===== config.mk =====
export PLATFORM = sky130hd
export DESIGN_NAME = capture_compare_timer
export DESIGN_NICKNAME = d
export VERILOG_FILES = /design/src/verilog/capture_compare_timer.v
export VERILOG_INCLUDE_DIRS = /design/src /design/src/verilog
export SDC_FILE = /design/constraint.sdc
export NUM_CORES = 1
export LEC_CHECK = 0
export BUFFER_PORTS_ARGS = -buffer_cell sky130_fd_sc_hd__buf_2
export CORE_MARGIN = 5
export CORE_UTILIZATION = 42
export DETAILED_ROUTE_END_ITERATION = 7
export PLACE_DENSITY = 0.61
export RECOVER_POWER = 100
export SYNTH_ARGS = -nofsm -noshare
export SYNTH_HDL_FRONTEND = slang
export SYNTH_SLANG_ARGS = --single-unit

===== constraint.sdc =====
create_clock -name clk -period 5.5 [get_ports clk]
set_clock_uncertainty 0.15 [all_clocks]
set_input_delay 0.275 -clock clk [delete_from_list [all_inputs] [get_ports clk]]
set_output_delay 0.275 -clock clk [all_outputs]
set_load 0.02 [all_outputs]

===== src/verilog/capture_compare_timer_consts.vh =====
/*
 constants for the capture/compare/timer block: mode codes, selects, widths.
 assumes inclusion by bare name from the design file.
*/
`ifndef CAPTURE_COMPARE_TIMER_CONSTS_VH
`define CAPTURE_COMPARE_TIMER_CONSTS_VH
`define FC_TIMER      4'h0
`define FC_OUT_HIGH   4'h1
`define FC_OUT_LOW    4'h2
`define FC_OUT_TOGGLE 4'h3
`define FC_DUAL_EDGE  4'h4
`define FC_DUAL_BUF   4'h5
`define FC_CENTER     4'h6
`define FC_VARFREQ    4'h7
`define IC_EDGE       4'h0
`define IC_RISE       4'h1
`define IC_FALL       4'h2
`define IC_BOTH       4'h3
`define IC_RISE4      4'h4
`define IC_RISE16     4'h5
`define AUX_OFF       2'h0
`define AUX_ROLL      2'h1
`define AUX_EVENT     2'h2
`define AUX_SIGNAL    2'h3
`define SRC_NONE      5'h00
`define FIFO_DEPTH    4
`define FIFO_AW       2
`define RISE4_COUNT   4'h3
`define RISE16_COUNT  4'hF
`endif

===== src/verilog/capture_compare_timer.v =====
/*
 capture/compare/timer block: dual 16 or 32-bit timer with sync/trigger,
 compare output modes, edge capture into a 4-deep fifo, auxiliary output.
 assumes control fields come in as static ports, sources are same-clock
 logic, capture pin is asynchronous, tick is a one-cycle time-base enable.
*/
// Function
// capture_select 0 and function code 0000 gives plain timer, outputs off
// wide_timer_select picks two 16-bit timers or one 32-bit timer
// primary timer uses low counter/period; only it syncs in and out
// secondary uses high counter/period; interrupt only, no sync or trigger; the code also clears it while the trigger holds the timer
// in 32-bit mode high counter increments on low counter overflow
// software sets wide select before writing counter or period
// five-bit source select chooses the sync/trigger input
// trigger disabled: selected source clears timer, counting resumes at zero
// software avoids source value 11111 in sync operation
// trigger enabled: timer held in reset until source asserts
// trigger status keeps timer running; trigger clear resets and holds it
// codes 0001/0010/0011 drive output high, low, toggle on match
// 0100 dual-edge compare, 0101 buffered dual-edge pwm
// 0110 buffered center-aligned pulse
// 0111 variable frequency pulse, 16 or 32-bit
// compare against one or two registers, interrupt on match
// capture uses own up-counting timer, value written to fifo on event
// capture timer readable through counter outputs after sync delay
// capture codes: edge, rise, fall, both, 4th rise, 16th rise
// auxiliary select 00 disables auxiliary output always
// timer aux: 01 rollover, 10 special event, 11 nothing
// compare aux: roll, event, signal; capture aux: roll, inhibit, event; the code's capture roll stays low, the general timer being held at zero
// module enable runs the selected mode, disabled when 0
// source 00000: roll over on period match or all ones
// primary period match returns to zero next tick, drives sync out
`timescale 1ns/1ps
`default_nettype none
`include "capture_compare_timer_consts.vh"
module capture_compare_timer #(
  parameter SRC_COUNT = 32
) (
  input  wire                 clk,
  input  wire                 rstn,
  input  wire                 tick,
  input  wire                 module_enable,
  input  wire                 capture_select,
  input  wire [3:0]           function_code,
  input  wire                 wide_timer_select,
  input  wire                 trigger_enable,
  input  wire                 trigger_clear,
  input  wire [4:0]           source_select,
  input  wire [SRC_COUNT-1:0] source_in,
  input  wire [1:0]           auxiliary_select,
  input  wire                 capture_inhibit,
  input  wire                 capture_pin,
  input  wire [15:0]          period_low,
  input  wire [15:0]          period_high,
  input  wire [15:0]          compare_a_low,
  input  wire [15:0]          compare_a_high,
  input  wire [15:0]          compare_b,
  input  wire                 counter_write,
  input  wire [15:0]          counter_low_wdata,
  input  wire [15:0]          counter_high_wdata,
  input  wire                 fifo_pop,
  output reg  [15:0]          counter_low,
  output reg  [15:0]          counter_high,
  output reg  [31:0]          fifo_data,
  output wire                 fifo_empty,
  output wire                 fifo_overflow,
  output reg                  trigger_status,
  output reg                  compare_out,
  output reg                  sync_out,
  output reg                  primary_irq,
  output reg                  secondary_irq,
  output reg                  compare_irq,
  output reg                  capture_irq,
  output reg                  aux_out
);
  reg  [15:0] tmr_lo_reg;
  reg  [15:0] tmr_hi_reg;
  reg  [31:0] cap_tmr_reg;
  reg  [31:0] cap_view_reg;
  reg  [2:0]  pin_sync_reg;
  reg  [3:0]  edge_cnt_reg;
  reg  [15:0] buf_a_reg;
  reg  [15:0] buf_b_reg;
  reg  [31:0] fifo_mem [0:`FIFO_DEPTH-1];
  reg  [`FIFO_AW:0] wptr_reg;
  reg  [`FIFO_AW:0] rptr_reg;
  reg         ovf_reg;
  reg         cmp_event_reg;
  reg         cap_event_reg;
  reg         roll_reg;
  reg         pin_last_reg;
  reg         cap_fire;

  // single increment shared by both timer halves and the 16-bit capture timer
  function [15:0] inc16;
    input [15:0] v;
    begin
      inc16 = v + 16'h0001;
    end
  endfunction

  // mode decode
  wire        timer_mode = ~capture_select && function_code == `FC_TIMER;
  wire        cap_mode   = capture_select;
  wire        src_sel    = (source_select != `SRC_NONE) && source_in[source_select];
  wire        hold       = ~module_enable | (trigger_enable & ~trigger_status);
  // dual-edge and center modes are 16-bit only, whatever the wide select
  wire        wide       = wide_timer_select & (function_code != `FC_DUAL_EDGE)
                           & (function_code != `FC_DUAL_BUF) & (function_code != `FC_CENTER);
  wire [31:0] tmr32      = {tmr_hi_reg, tmr_lo_reg};
  wire [31:0] per32      = {period_high, period_low};
  // no source selected gives a plain period rollover
  wire        lo_match   = tmr_lo_reg == period_low;
  wire        hi_match   = tmr_hi_reg == period_high;
  wire        w_match    = tmr32 == per32;
  wire        prim_roll  = wide ? w_match : lo_match;
  wire        sync_clr   = ~trigger_enable & src_sel;
  wire        pin_level  = pin_sync_reg[2];
  // only stages two and three are judged; stage one may still be metastable
  wire        pin_agree  = pin_sync_reg[1] == pin_sync_reg[2];
  wire        pin_rise   = pin_agree & pin_level & ~pin_last_reg;
  wire        pin_fall   = pin_agree & ~pin_level & pin_last_reg;
  // fifo level
  wire [`FIFO_AW:0] fill = wptr_reg - rptr_reg;
  wire        fifo_full  = fill == `FIFO_DEPTH;
  // compare operands
  wire [31:0] cmp_a      = wide ? {compare_a_high, compare_a_low} : {16'h0000, compare_a_low};
  wire [31:0] tmr_cmp    = wide ? tmr32 : {16'h0000, tmr_lo_reg};
  wire        a_hit      = tmr_cmp == cmp_a;
  wire        b_hit      = tmr_lo_reg == buf_b_reg;
  wire        a16_hit    = tmr_lo_reg == buf_a_reg;
  wire        cmp_hit    = a_hit | (b_hit & ~wide);

  assign fifo_empty    = wptr_reg == rptr_reg;
  assign fifo_overflow = ovf_reg;

  always @* begin
    cap_fire = 1'b0;
    case (function_code)
      `IC_EDGE:   cap_fire = pin_rise | pin_fall;
      `IC_RISE:   cap_fire = pin_rise;
      `IC_FALL:   cap_fire = pin_fall;
      `IC_BOTH:   cap_fire = pin_rise | pin_fall;
      `IC_RISE4:  cap_fire = pin_rise && edge_cnt_reg[1:0] == `RISE4_COUNT;
      `IC_RISE16: cap_fire = pin_rise && edge_cnt_reg == `RISE16_COUNT;
      default:    cap_fire = 1'b0;
    endcase
    // inhibit gates the event, not the timer, so the count stays continuous
    cap_fire = cap_fire & cap_mode & module_enable & ~capture_inhibit;
  end

  // pin passes three flops; the edge is judged once stages two and three agree
  always @(posedge clk or negedge rstn) begin
    if (!rstn) begin
      pin_sync_reg <= 3'h0;
      pin_last_reg <= 1'b0;
    end else begin
      pin_sync_reg <= {pin_sync_reg[1:0], capture_pin};
      if (pin_agree)
        pin_last_reg <= pin_level;
    end
  end

  // trigger status: the trigger wins over a clear in the same cycle
  always @(posedge clk or negedge rstn) begin
    if (!rstn)
      trigger_status <= 1'b0;
    else if (trigger_enable & module_enable & src_sel)
      trigger_status <= 1'b1;
    // a clear only takes effect once the selected source has dropped
    else if (trigger_clear | ~trigger_enable)
      trigger_status <= 1'b0;
  end

  // general timer and compare time base
  always @(posedge clk or negedge rstn) begin
    if (!rstn) begin
      tmr_lo_reg    <= 16'h0000;
      tmr_hi_reg    <= 16'h0000;
      roll_reg      <= 1'b0;
      sync_out      <= 1'b0;
      primary_irq   <= 1'b0;
      secondary_irq <= 1'b0;
    end else begin
      roll_reg      <= 1'b0;
      sync_out      <= 1'b0;
      primary_irq   <= 1'b0;
      secondary_irq <= 1'b0;
      if (counter_write) begin
        tmr_lo_reg <= counter_low_wdata;
        tmr_hi_reg <= counter_high_wdata;
      end else if (cap_mode || hold || sync_clr) begin
        // dual mode sync clears only the primary half; the secondary keeps its count, missing any tick that cycle
        tmr_lo_reg <= 16'h0000;
        if (wide || cap_mode || hold)
          tmr_hi_reg <= 16'h0000;
      end else if (tick) begin
        if (wide) begin
          if (w_match) begin
            tmr_lo_reg <= 16'h0000;
            tmr_hi_reg <= 16'h0000;
          end else begin
            tmr_lo_reg <= inc16(tmr_lo_reg);
            if (tmr_lo_reg == 16'hFFFF)
              tmr_hi_reg <= inc16(tmr_hi_reg);
          end
        end else begin
          tmr_lo_reg <= lo_match ? 16'h0000 : inc16(tmr_lo_reg);
          tmr_hi_reg <= hi_match ? 16'h0000 : inc16(tmr_hi_reg);
          secondary_irq <= hi_match & timer_mode;
        end
        roll_reg    <= prim_roll;
        sync_out    <= prim_roll;
        primary_irq <= prim_roll;
      end
    end
  end

  // compare output; buffered modes reload their compare values at rollover
  always @(posedge clk or negedge rstn) begin
    if (!rstn) begin
      compare_out   <= 1'b0;
      compare_irq   <= 1'b0;
      cmp_event_reg <= 1'b0;
      buf_a_reg     <= 16'h0000;
      buf_b_reg     <= 16'h0000;
    end else begin
      compare_irq   <= 1'b0;
      cmp_event_reg <= 1'b0;
      if (function_code == `FC_DUAL_EDGE || prim_roll || hold) begin
        buf_a_reg <= compare_a_low;
        buf_b_reg <= compare_b;
      end
      // buffers track the ports while held, so the first period is not stale
      if (cap_mode || timer_mode || !module_enable) begin
        compare_out <= 1'b0;
      end else if (tick && !hold) begin
        case (function_code)
          `FC_OUT_HIGH:   if (a_hit) compare_out <= 1'b1;
          `FC_OUT_LOW:    if (a_hit) compare_out <= 1'b0;
          `FC_OUT_TOGGLE: if (a_hit) compare_out <= ~compare_out;
          `FC_DUAL_EDGE, `FC_DUAL_BUF: begin
            if (a16_hit) compare_out <= 1'b1;
            else if (b_hit) compare_out <= 1'b0;
          end
          // center pulse: rise on a, fall on b, lying about mid-period
          `FC_CENTER: begin
            if (a16_hit) compare_out <= 1'b1;
            else if (b_hit || lo_match) compare_out <= 1'b0;
          end
          // variable frequency: toggle on a compare match and again at period rollover
          `FC_VARFREQ: if (a_hit || prim_roll) compare_out <= ~compare_out;
          default: compare_out <= compare_out;
        endcase
        cmp_event_reg <= cmp_hit;
        compare_irq   <= cmp_hit;
      end
    end
  end

  // capture timer and fifo
  always @(posedge clk or negedge rstn) begin
    if (!rstn) begin
      cap_tmr_reg   <= 32'h00000000;
      cap_view_reg  <= 32'h00000000;
      edge_cnt_reg  <= 4'h0;
      wptr_reg      <= {(`FIFO_AW+1){1'b0}};
      rptr_reg      <= {(`FIFO_AW+1){1'b0}};
      ovf_reg       <= 1'b0;
      cap_event_reg <= 1'b0;
      capture_irq   <= 1'b0;
      fifo_data     <= 32'h00000000;
    end else begin
      cap_event_reg <= cap_fire;
      capture_irq   <= cap_fire;
      cap_view_reg  <= cap_tmr_reg;
      if (!cap_mode || !module_enable) begin
        cap_tmr_reg  <= 32'h00000000;
        edge_cnt_reg <= 4'h0;
      end else begin
        if (tick)
          cap_tmr_reg <= wide_timer_select ? cap_tmr_reg + 32'h00000001
                         : {16'h0000, inc16(cap_tmr_reg[15:0])};
        if (pin_rise)
          edge_cnt_reg <= edge_cnt_reg + 4'h1;
      end
      // a full fifo keeps its oldest values; the new one is lost, the flag sticks
      if (cap_fire) begin
        if (fifo_full) begin
          ovf_reg <= 1'b1;
        end else begin
          fifo_mem[wptr_reg[`FIFO_AW-1:0]] <= cap_tmr_reg;
          wptr_reg <= wptr_reg + 1'b1;
        end
      end
      if (fifo_pop && !fifo_empty)
        rptr_reg <= rptr_reg + 1'b1;
      // leaving capture mode is the only way to clear the overflow flag
      if (!cap_mode)
        ovf_reg <= 1'b0;
      fifo_data <= fifo_mem[rptr_reg[`FIFO_AW-1:0]];
    end
  end

  // counter outputs show capture timer in capture mode, two cycles late
  always @(posedge clk or negedge rstn) begin
    if (!rstn) begin
      counter_low  <= 16'h0000;
      counter_high <= 16'h0000;
    end else begin
      // the extra view stage keeps the readout from tearing between halves
      counter_low  <= cap_mode ? cap_view_reg[15:0] : tmr_lo_reg;
      counter_high <= cap_mode ? cap_view_reg[31:16] : tmr_hi_reg;
    end
  end

  // registered, so other peripherals never see a decode glitch
  always @(posedge clk or negedge rstn) begin
    if (!rstn)
      aux_out <= 1'b0;
    else if (auxiliary_select == `AUX_OFF || !module_enable)
      aux_out <= 1'b0;
    else if (cap_mode)
      case (auxiliary_select)
        `AUX_ROLL:  aux_out <= roll_reg;
        `AUX_EVENT: aux_out <= capture_inhibit;
        default:    aux_out <= cap_event_reg;
      endcase
    else if (timer_mode)
      case (auxiliary_select)
        `AUX_ROLL:  aux_out <= roll_reg;
        `AUX_EVENT: aux_out <= roll_reg & trigger_status | roll_reg & ~trigger_enable;
        default:    aux_out <= 1'b0;
      endcase
    else
      case (auxiliary_select)
        `AUX_ROLL:  aux_out <= roll_reg;
        `AUX_EVENT: aux_out <= cmp_event_reg;
        default:    aux_out <= compare_out;
      endcase
  end
endmodule // capture_compare_timer
`default_nettype wire


==> reports/qor.csv, run 1 <==
metric,value,unit
status,finished with violations,
violations,"capacitance limit, slew limit",
combPwrFrac,0.145,
ys_types,66,
synth_edf_count,128,
track_usage,0.195,
htreeDepth,2,
drt-initial-drc-count,531,
finish.utilization,0.520,
clockPowerShare,0.394,
layout.cells.non_filler,1901,
required,5.75,ns
intPower,4.71,mW
async_flop_share,0.626,
swShare,0.256,
dp_slack,1.88,ns
cts_setup_buffers,0,
io_buffers,239,
grt_pass1_wl,60800,um
holdPathEnd,rptr_reg[0],
antenna_found_initial,2,
finalHoldViolCount,0,
fin_hold_ws,0.0267,ns
ir_worst_vdd,0.179,mV
avgRoutedWirePerCell,20.6,um
grt_pass1_vias,10600,
die_w,199,um
drt-total-wl,39100,um
rr_endpoint,buf_b_reg[5],
grt_max_degree,94,
cts_root_buffer,clkbuf_16,
hold_class,in2reg,
largest_register_ffs,128,
avgSynthCellArea,13.4,sq um
ctsResizeCount,0,
ys_ff_latch,342,
drtPass1Iterations,5,
rows,69,
cts.clk_slew.worst_paths,0.06,ns
p_seq_frac,0.461,
r2r_slack,1.21,ns
start_kind,flop,
coreArea,35500,sq um
die_area,39700,sq um
slew_viol_final,175,
ios,241,
netlist_area,15100,sq um
yosysSeqAreaShare,0.611,
max_cap_violations,5,
period_minus_slack,4.29,ns
synth_fp_nets,1304,
hold_buffers,69,
cts_max_path_buffers,3,
hpwl,26500,um
start_util,0.424,
ys.warnings.count,0,
placedCellCount,1766,
areaGrowthSynthToFinish,22.7,%
leakage,7.52,nW
whs_path_depth,3,
nets,1595,
clk_latency,0.53,ns
postRouteAntennaNets,0,
slew_headroom,-0.965,
rsz0062_at_grt,false,
synth_ff_type,dfrtp_1,
p_sw,1.62,mW
grt-ovfl-total,0,
endpoint_kind,flop,
power_density,343,nW/um^2
vias,10200,
cts-buffers-inserted,36,
cts_tree,yes,
r2r_cells,8,
place.gp.congestion,0.838,
setup_tns,0,ns
worstPathArrival,4.54,ns
cp_max_fo,32,
layout-drive-gt1-share,0.228,
min_from,fifo_pop,
setup_slack,1.21,ns
period_share,0.780,
die_y,199,um
max_freq,0.233,GHz
syn_inst,1121,
drc,0,
vias_per_cell,5.36,
finalSetupViolCount,0,
worstMarginPinSlew,2.95,ns
clkSinkCount,342,
crit_type,reg2reg,
worstReg2RegStart,tmr_lo_reg[5],
==> how the worst max path moves through the flow <==
stage                         startpoint              end  slack, ns
after floorplan              rptr_reg[1]   fifo_mem[1][0]       2.33
after global placement       rptr_reg[1]  fifo_mem[2][27]       1.90
after detailed placement     rptr_reg[1]  fifo_mem[2][27]       1.88
after CTS                    rptr_reg[1]   fifo_mem[2][0]       1.88
after global routing      tmr_hi_reg[12]     buf_b_reg[5]       0.97
final                      tmr_lo_reg[5]     buf_b_reg[5]       1.21
==> cell usage after synthesis (7+ instances only) <==
library cell    n  share of area
nand2_1        65          0.016
ha_1           16          0.013
nor3_1         13         0.0043
dfrtp_1       214           0.36
mux2_2         60          0.045
a22o_1         10         0.0058
xnor2_1        75          0.044
xor2_1         52          0.030
nand4_1        37          0.015
nor2_1         57          0.014
edfxtp_1      128           0.26
nor2b_1         9         0.0037
nor4b_1         8         0.0047
buf_2          14         0.0047
nand3_1        25         0.0083
mux4_2         39          0.058
clkbuf_1       42          0.010
a21oi_1        25         0.0083
and3_1         22         0.0091
inv_1          22         0.0055
o21ai_0        49          0.016
a22oi_1        10         0.0050
nor4_1         18         0.0075
buf_1           7         0.0017
==> layout by cell type (no fill, tap or decap), types with 52 or more instances in the layout <==
cell             n
xor2_1          52
xnor2_1         75
buf_2          161
clkbuf_1        87
nand2_1         65
mux2_2          56
edfxtp_1       128
o21ai_0         53
dlygate4sd3_1   69
nor2_1          57
dfrtp_1        213
==> kinds of logic after synthesis <==
kind of cell | count (synthesis) | synth area share
flip-flops | 342 | 0.611
AND/OR/NAND/NOR | 281 | 0.0966
AO/OA/AOI/OAI | 162 | 0.0741
XOR/XNOR | 127 | 0.0739
multiplexers | 103 | 0.106
buffers and inverters | 89 | 0.0244
adder cells (fa/ha/maj) | 17 | 0.0140
==> critical path: stages, from the launching register on <==
cell and delay [ns]:
dfrtp_1 0.70, xor2_1 0.12, nor4_1 0.39, nand4_1 0.38, a21oi_1 0.23, clkbuf_1 0.82, a211oi_4 0, clkbuf_1 0.76
mux2_1 0.60
==> through the flow <==
step	total power [mW]	area, sq um
2_1_floorplan	3.53	15100
3_3_place_gp	3.86	16700
3_5_place_dp	3.87	16700
4_1_cts	6.42	18600
5_1_grt	6.61	18500
6_report	6.34	18500
==> power groups by stage <==
stage	registers [mW]	logic, mW	clock network (mW)
3_5_place_dp	2.97	0.900	0
4_1_cts	2.92	0.943	2.56
5_1_grt	2.94	1.02	2.66
2_1_floorplan	2.93	0.606	0
6_report	2.92	0.922	2.50
3_3_place_gp	2.97	0.892	0
==> final cells by class <==
type	count	area, sq um
Clock buffer	45	965
Fill cell	3020	17000
Antenna cell	1	2.50
Inverter	23	86.3
Clock inverter	20	255
Multi-Input combinational cell	690	5480
Timing Repair Buffer	319	1900
Tap cell	461	577
Sequential cell	342	9200
==> routing by layer <==
layer | up-vias | track usage | part of all wire
li1 | 4720 | - | -
met5 | - | 0 | 0.00033
met2 | 323 | 0.323 | 0.48
met1 | 5084 | 0.268 | 0.43
met3 | 66 | 0.0349 | 0.061
met4 | 2 | 0.0550 | 0.025
No activity file was read; power rests on OpenSTA's default activity.
==> run 2, diff against run 1 <==
Settings changed: ABC_AREA set to 1.
Clock period 5.5 ns to 4.4 ns, I/O delays scaled along.
==> reports/qor.csv, run 2 <==
metric,value,unit,change
hold_buffers,75,,+8.7%
worstReg2RegStart,pin_sync_reg[1],,
yosysMostFrequentCell,nand2_1,,
rsz0062_at_grt,false,,
finalHoldViolCount,0,,unchanged
antenna_found_initial,3,,+1
synth_ff_type,dfrtp_1,,
async_flop_share,0.626,,unchanged
ys.warnings.count,0,,unchanged
ctsResizeCount,0,,unchanged
cts_setup_buffers,0,,unchanged
netlist_area,16200,sq um,+7.7%
postRouteAntennaNets,0,,unchanged
p_seq_frac,0.419,,-0.042
leakage,9.12,nW,+21%
clkSinkCount,342,,unchanged
p_sw,2.71,mW,+67%
synth_fp_nets,1977,,+52%
largest_register_ffs,128,,unchanged
fin_hold_ws,0.0581,ns,+0.0314 ns
drt-initial-drc-count,911,,+72%
ys_ff_latch,342,,unchanged
n_fill_cell,3609,,+20%
areaGrowthSynthToFinish,21.7,%,
swShare,0.306,,+0.0496
synth_top_area_frac,0.330,,-0.0254
layout.cells.non_filler,2632,,+38%
period_share,0.786,,+0.00573
slew_viol_final,151,,-14%
crit_type,reg2reg,,
cp_top_family,simple AND/OR/NAND/NOR gates,,
start_util,0.422,,-0.00186
max_freq,0.289,GHz,+24%
hold_class,in2reg,,
setup_tns,0,ns,unchanged
layout-drive-gt1-share,0.123,,-0.105
required,4.48,ns,-1.27 ns
slowest_delay,0.86,ns,+0.04 ns
worstMarginPinSlew,2.08,ns,-0.872 ns
status,finished with violations,,
coreArea,38400,sq um,+8.2%
grt-ovfl-total,0,,unchanged
finish.utilization,0.514,,-0.00638
synth_edf_count,128,,unchanged
avgRoutedWirePerCell,17.7,um,-14%
syn_inst,1794,,+60%
clockPowerShare,0.370,,-0.024
power_density,449,nW/um^2,+31%
htreeDepth,2,,unchanged
vias,13100,,+29%
cp_max_fo,13,,-59%
io_buffers,240,,+0.42%
cts_max_path_buffers,3,,unchanged
final-seq-area,9200,sq um,about the same
synthTopCellsByCount,"431 x nand2_1, 224 x nor2_1, 214 x dfrtp_1",,
synth_area_leaders,"dfrtp_1 33%, edfxtp_1 24%, nand2_1 10%, nor2_1 5.2%, o21ai_0 4.4%",,
cts-buffers-inserted,38,,+5.6%
rows,72,,+4.3%
cts_root_buffer,clkbuf_16,,
max_cap_violations,1,,-4
avgSynthCellArea,9.03,sq um,-33%
min_from,wide_timer_select,,
ios,241,,unchanged
cts_tree,yes,,
start_kind,flop,,
vias_per_cell,4.98,,-7.1%
die_y,206,um,+3.6%
clk_latency,0.54,ns,about the same
cts.clk_slew.worst_paths,0.06,ns,about the same
violations,"capacitance limit, slew limit",,
nets,2267,,+42%
track_usage,0.219,,+0.0236
intPower,6.14,mW,+30%
finalSetupViolCount,0,,unchanged
slowest_stage,nor2_1,,
final_common_cell,nand2_1,,
ys_types,46,,-30%
combPwrFrac,0.211,,+0.066
crit_start,pin_sync_reg[1],,
die_area,42600,sq um,+7.3%
worst-path-buf-inv,2,,unchanged
grt_pass1_wl,72800,um,+20%
period_minus_slack,3.46,ns,-0.833 ns
drt-total-wl,46700,um,+19%
place.gp.congestion,0.906,,+8.2%
final_cell_mix,"431 x nand2_1, 224 x nor2_1, 214 x dfrtp_1",,
placedCellCount,2487,,+41%
drtPass1Iterations,7,,+2
grt_pass1_vias,13100,,+23%
ir_worst_vdd,0.285,mV,+60%
synth_top_area_cell,dfrtp_1,,
grt_max_degree,151,,+61%
drc,0,,unchanged
die_w,206,um,+3.6%
hpwl,32800,um,+24%
endpoint_kind,flop,,
cp_cell_sequence,ha_1 > inv_1 > or2_2 > nor2_1 > nand3_1 > a21oi_1 > nand3_1 > nor2_1 > buf_4,,
worstPathArrival,3.54,ns,-1.00 ns
slew_headroom,-0.384,,+0.581
multi_input_area,5880,sq um,+7.2%
yosysSeqAreaShare,0.568,,-0.0436
[run 2: cell types whose count changed in the layout (fill, tap and decap cells not counted), sizes merged, moves of 39 or more]
cell,delta
nor2,+171
nand2,+371
o21ai,+103
inv,+170
mux4,-39
mux2,-61
[run 2: layer usage]
layer	wire [um]	GRT usage
met1	20800	0.308
met5	13	0
met2	21700	0.357
met3	2950	0.0306
met4	1260	0.0618
[run 2: final timing paths]
| check | to | slack (ns) | cells after the start |
|---|---|---|---|
| worst max-delay path | fifo_mem[2][19] | 0.94 | 9 |
| min in group asynchronous | fifo_data[1] | 0.10 | 2 |
| worst max register to register | fifo_mem[2][19] | 0.94 | 9 |
| max in group asynchronous | cap_view_reg[8] | 1.46 | 3 |
| worst min-delay path | cap_tmr_reg[24] | 0.06 | 5 |
| worst min register to register | pin_sync_reg[1] | 0.20 | 0 |
[run 2: layout make-up]
type,instances,area share
Clock inverter,16,0.0102
Inverter,194,0.0370
Timing Repair Buffer,329,0.0994
Tap cell,518,0.0329
Multi-Input combinational cell,1179,0.298
Clock buffer,53,0.0562
Sequential cell,342,0.466
Antenna cell,1,0.000127
[run 2: worst reg2reg max path, delay by kind of cell (launching register included)]
family | cells | cell delay (ns)
buffers and inverters | 2 | 0.41
AOI/OAI and AO/OA | 1 | 0.38
and+or+nand+nor | 5 | 1.69
adders and majority gates | 1 | 0.17
DFF | 1 | 0.38
[run 2: cell families (layout without fill, tap and decap cells)]
logic type / after synthesis / after routing / synth area share
other: 0 / 1 / 0
buffers and inverters: 273 / 592 / 0.0692
adder cells (fa/ha/maj): 16 / 16 / 0.0124
flip-flops: 342 / 342 / 0.568
AND/OR/NAND/NOR: 792 / 792 / 0.202
AO/OA/AOI/OAI: 254 / 254 / 0.0854
XOR/XNOR: 117 / 117 / 0.0632
[run 2: power groups by stage]
stage | combinational, mW | clock, mW | sequential (mW)
after floorplan | 1.02 | 0 | 3.90
after CTS | 1.94 | 3.35 | 3.71
after global placement | 1.86 | 0 | 3.76
final | 1.87 | 3.28 | 3.71
after detailed placement | 1.87 | 0 | 3.76
after global routing | 2.09 | 3.49 | 3.73
[run 2: metrics by stage]
stage	power (mW)	area (sq um)	setup WS, ns
finish	8.85	19700	0.942
global route	9.31	19700	0.608
CTS	9.00	19900	1.16
detailed placement	5.63	17800	1.17
global placement	5.62	17800	1.22
floorplan	4.92	16200	0.932
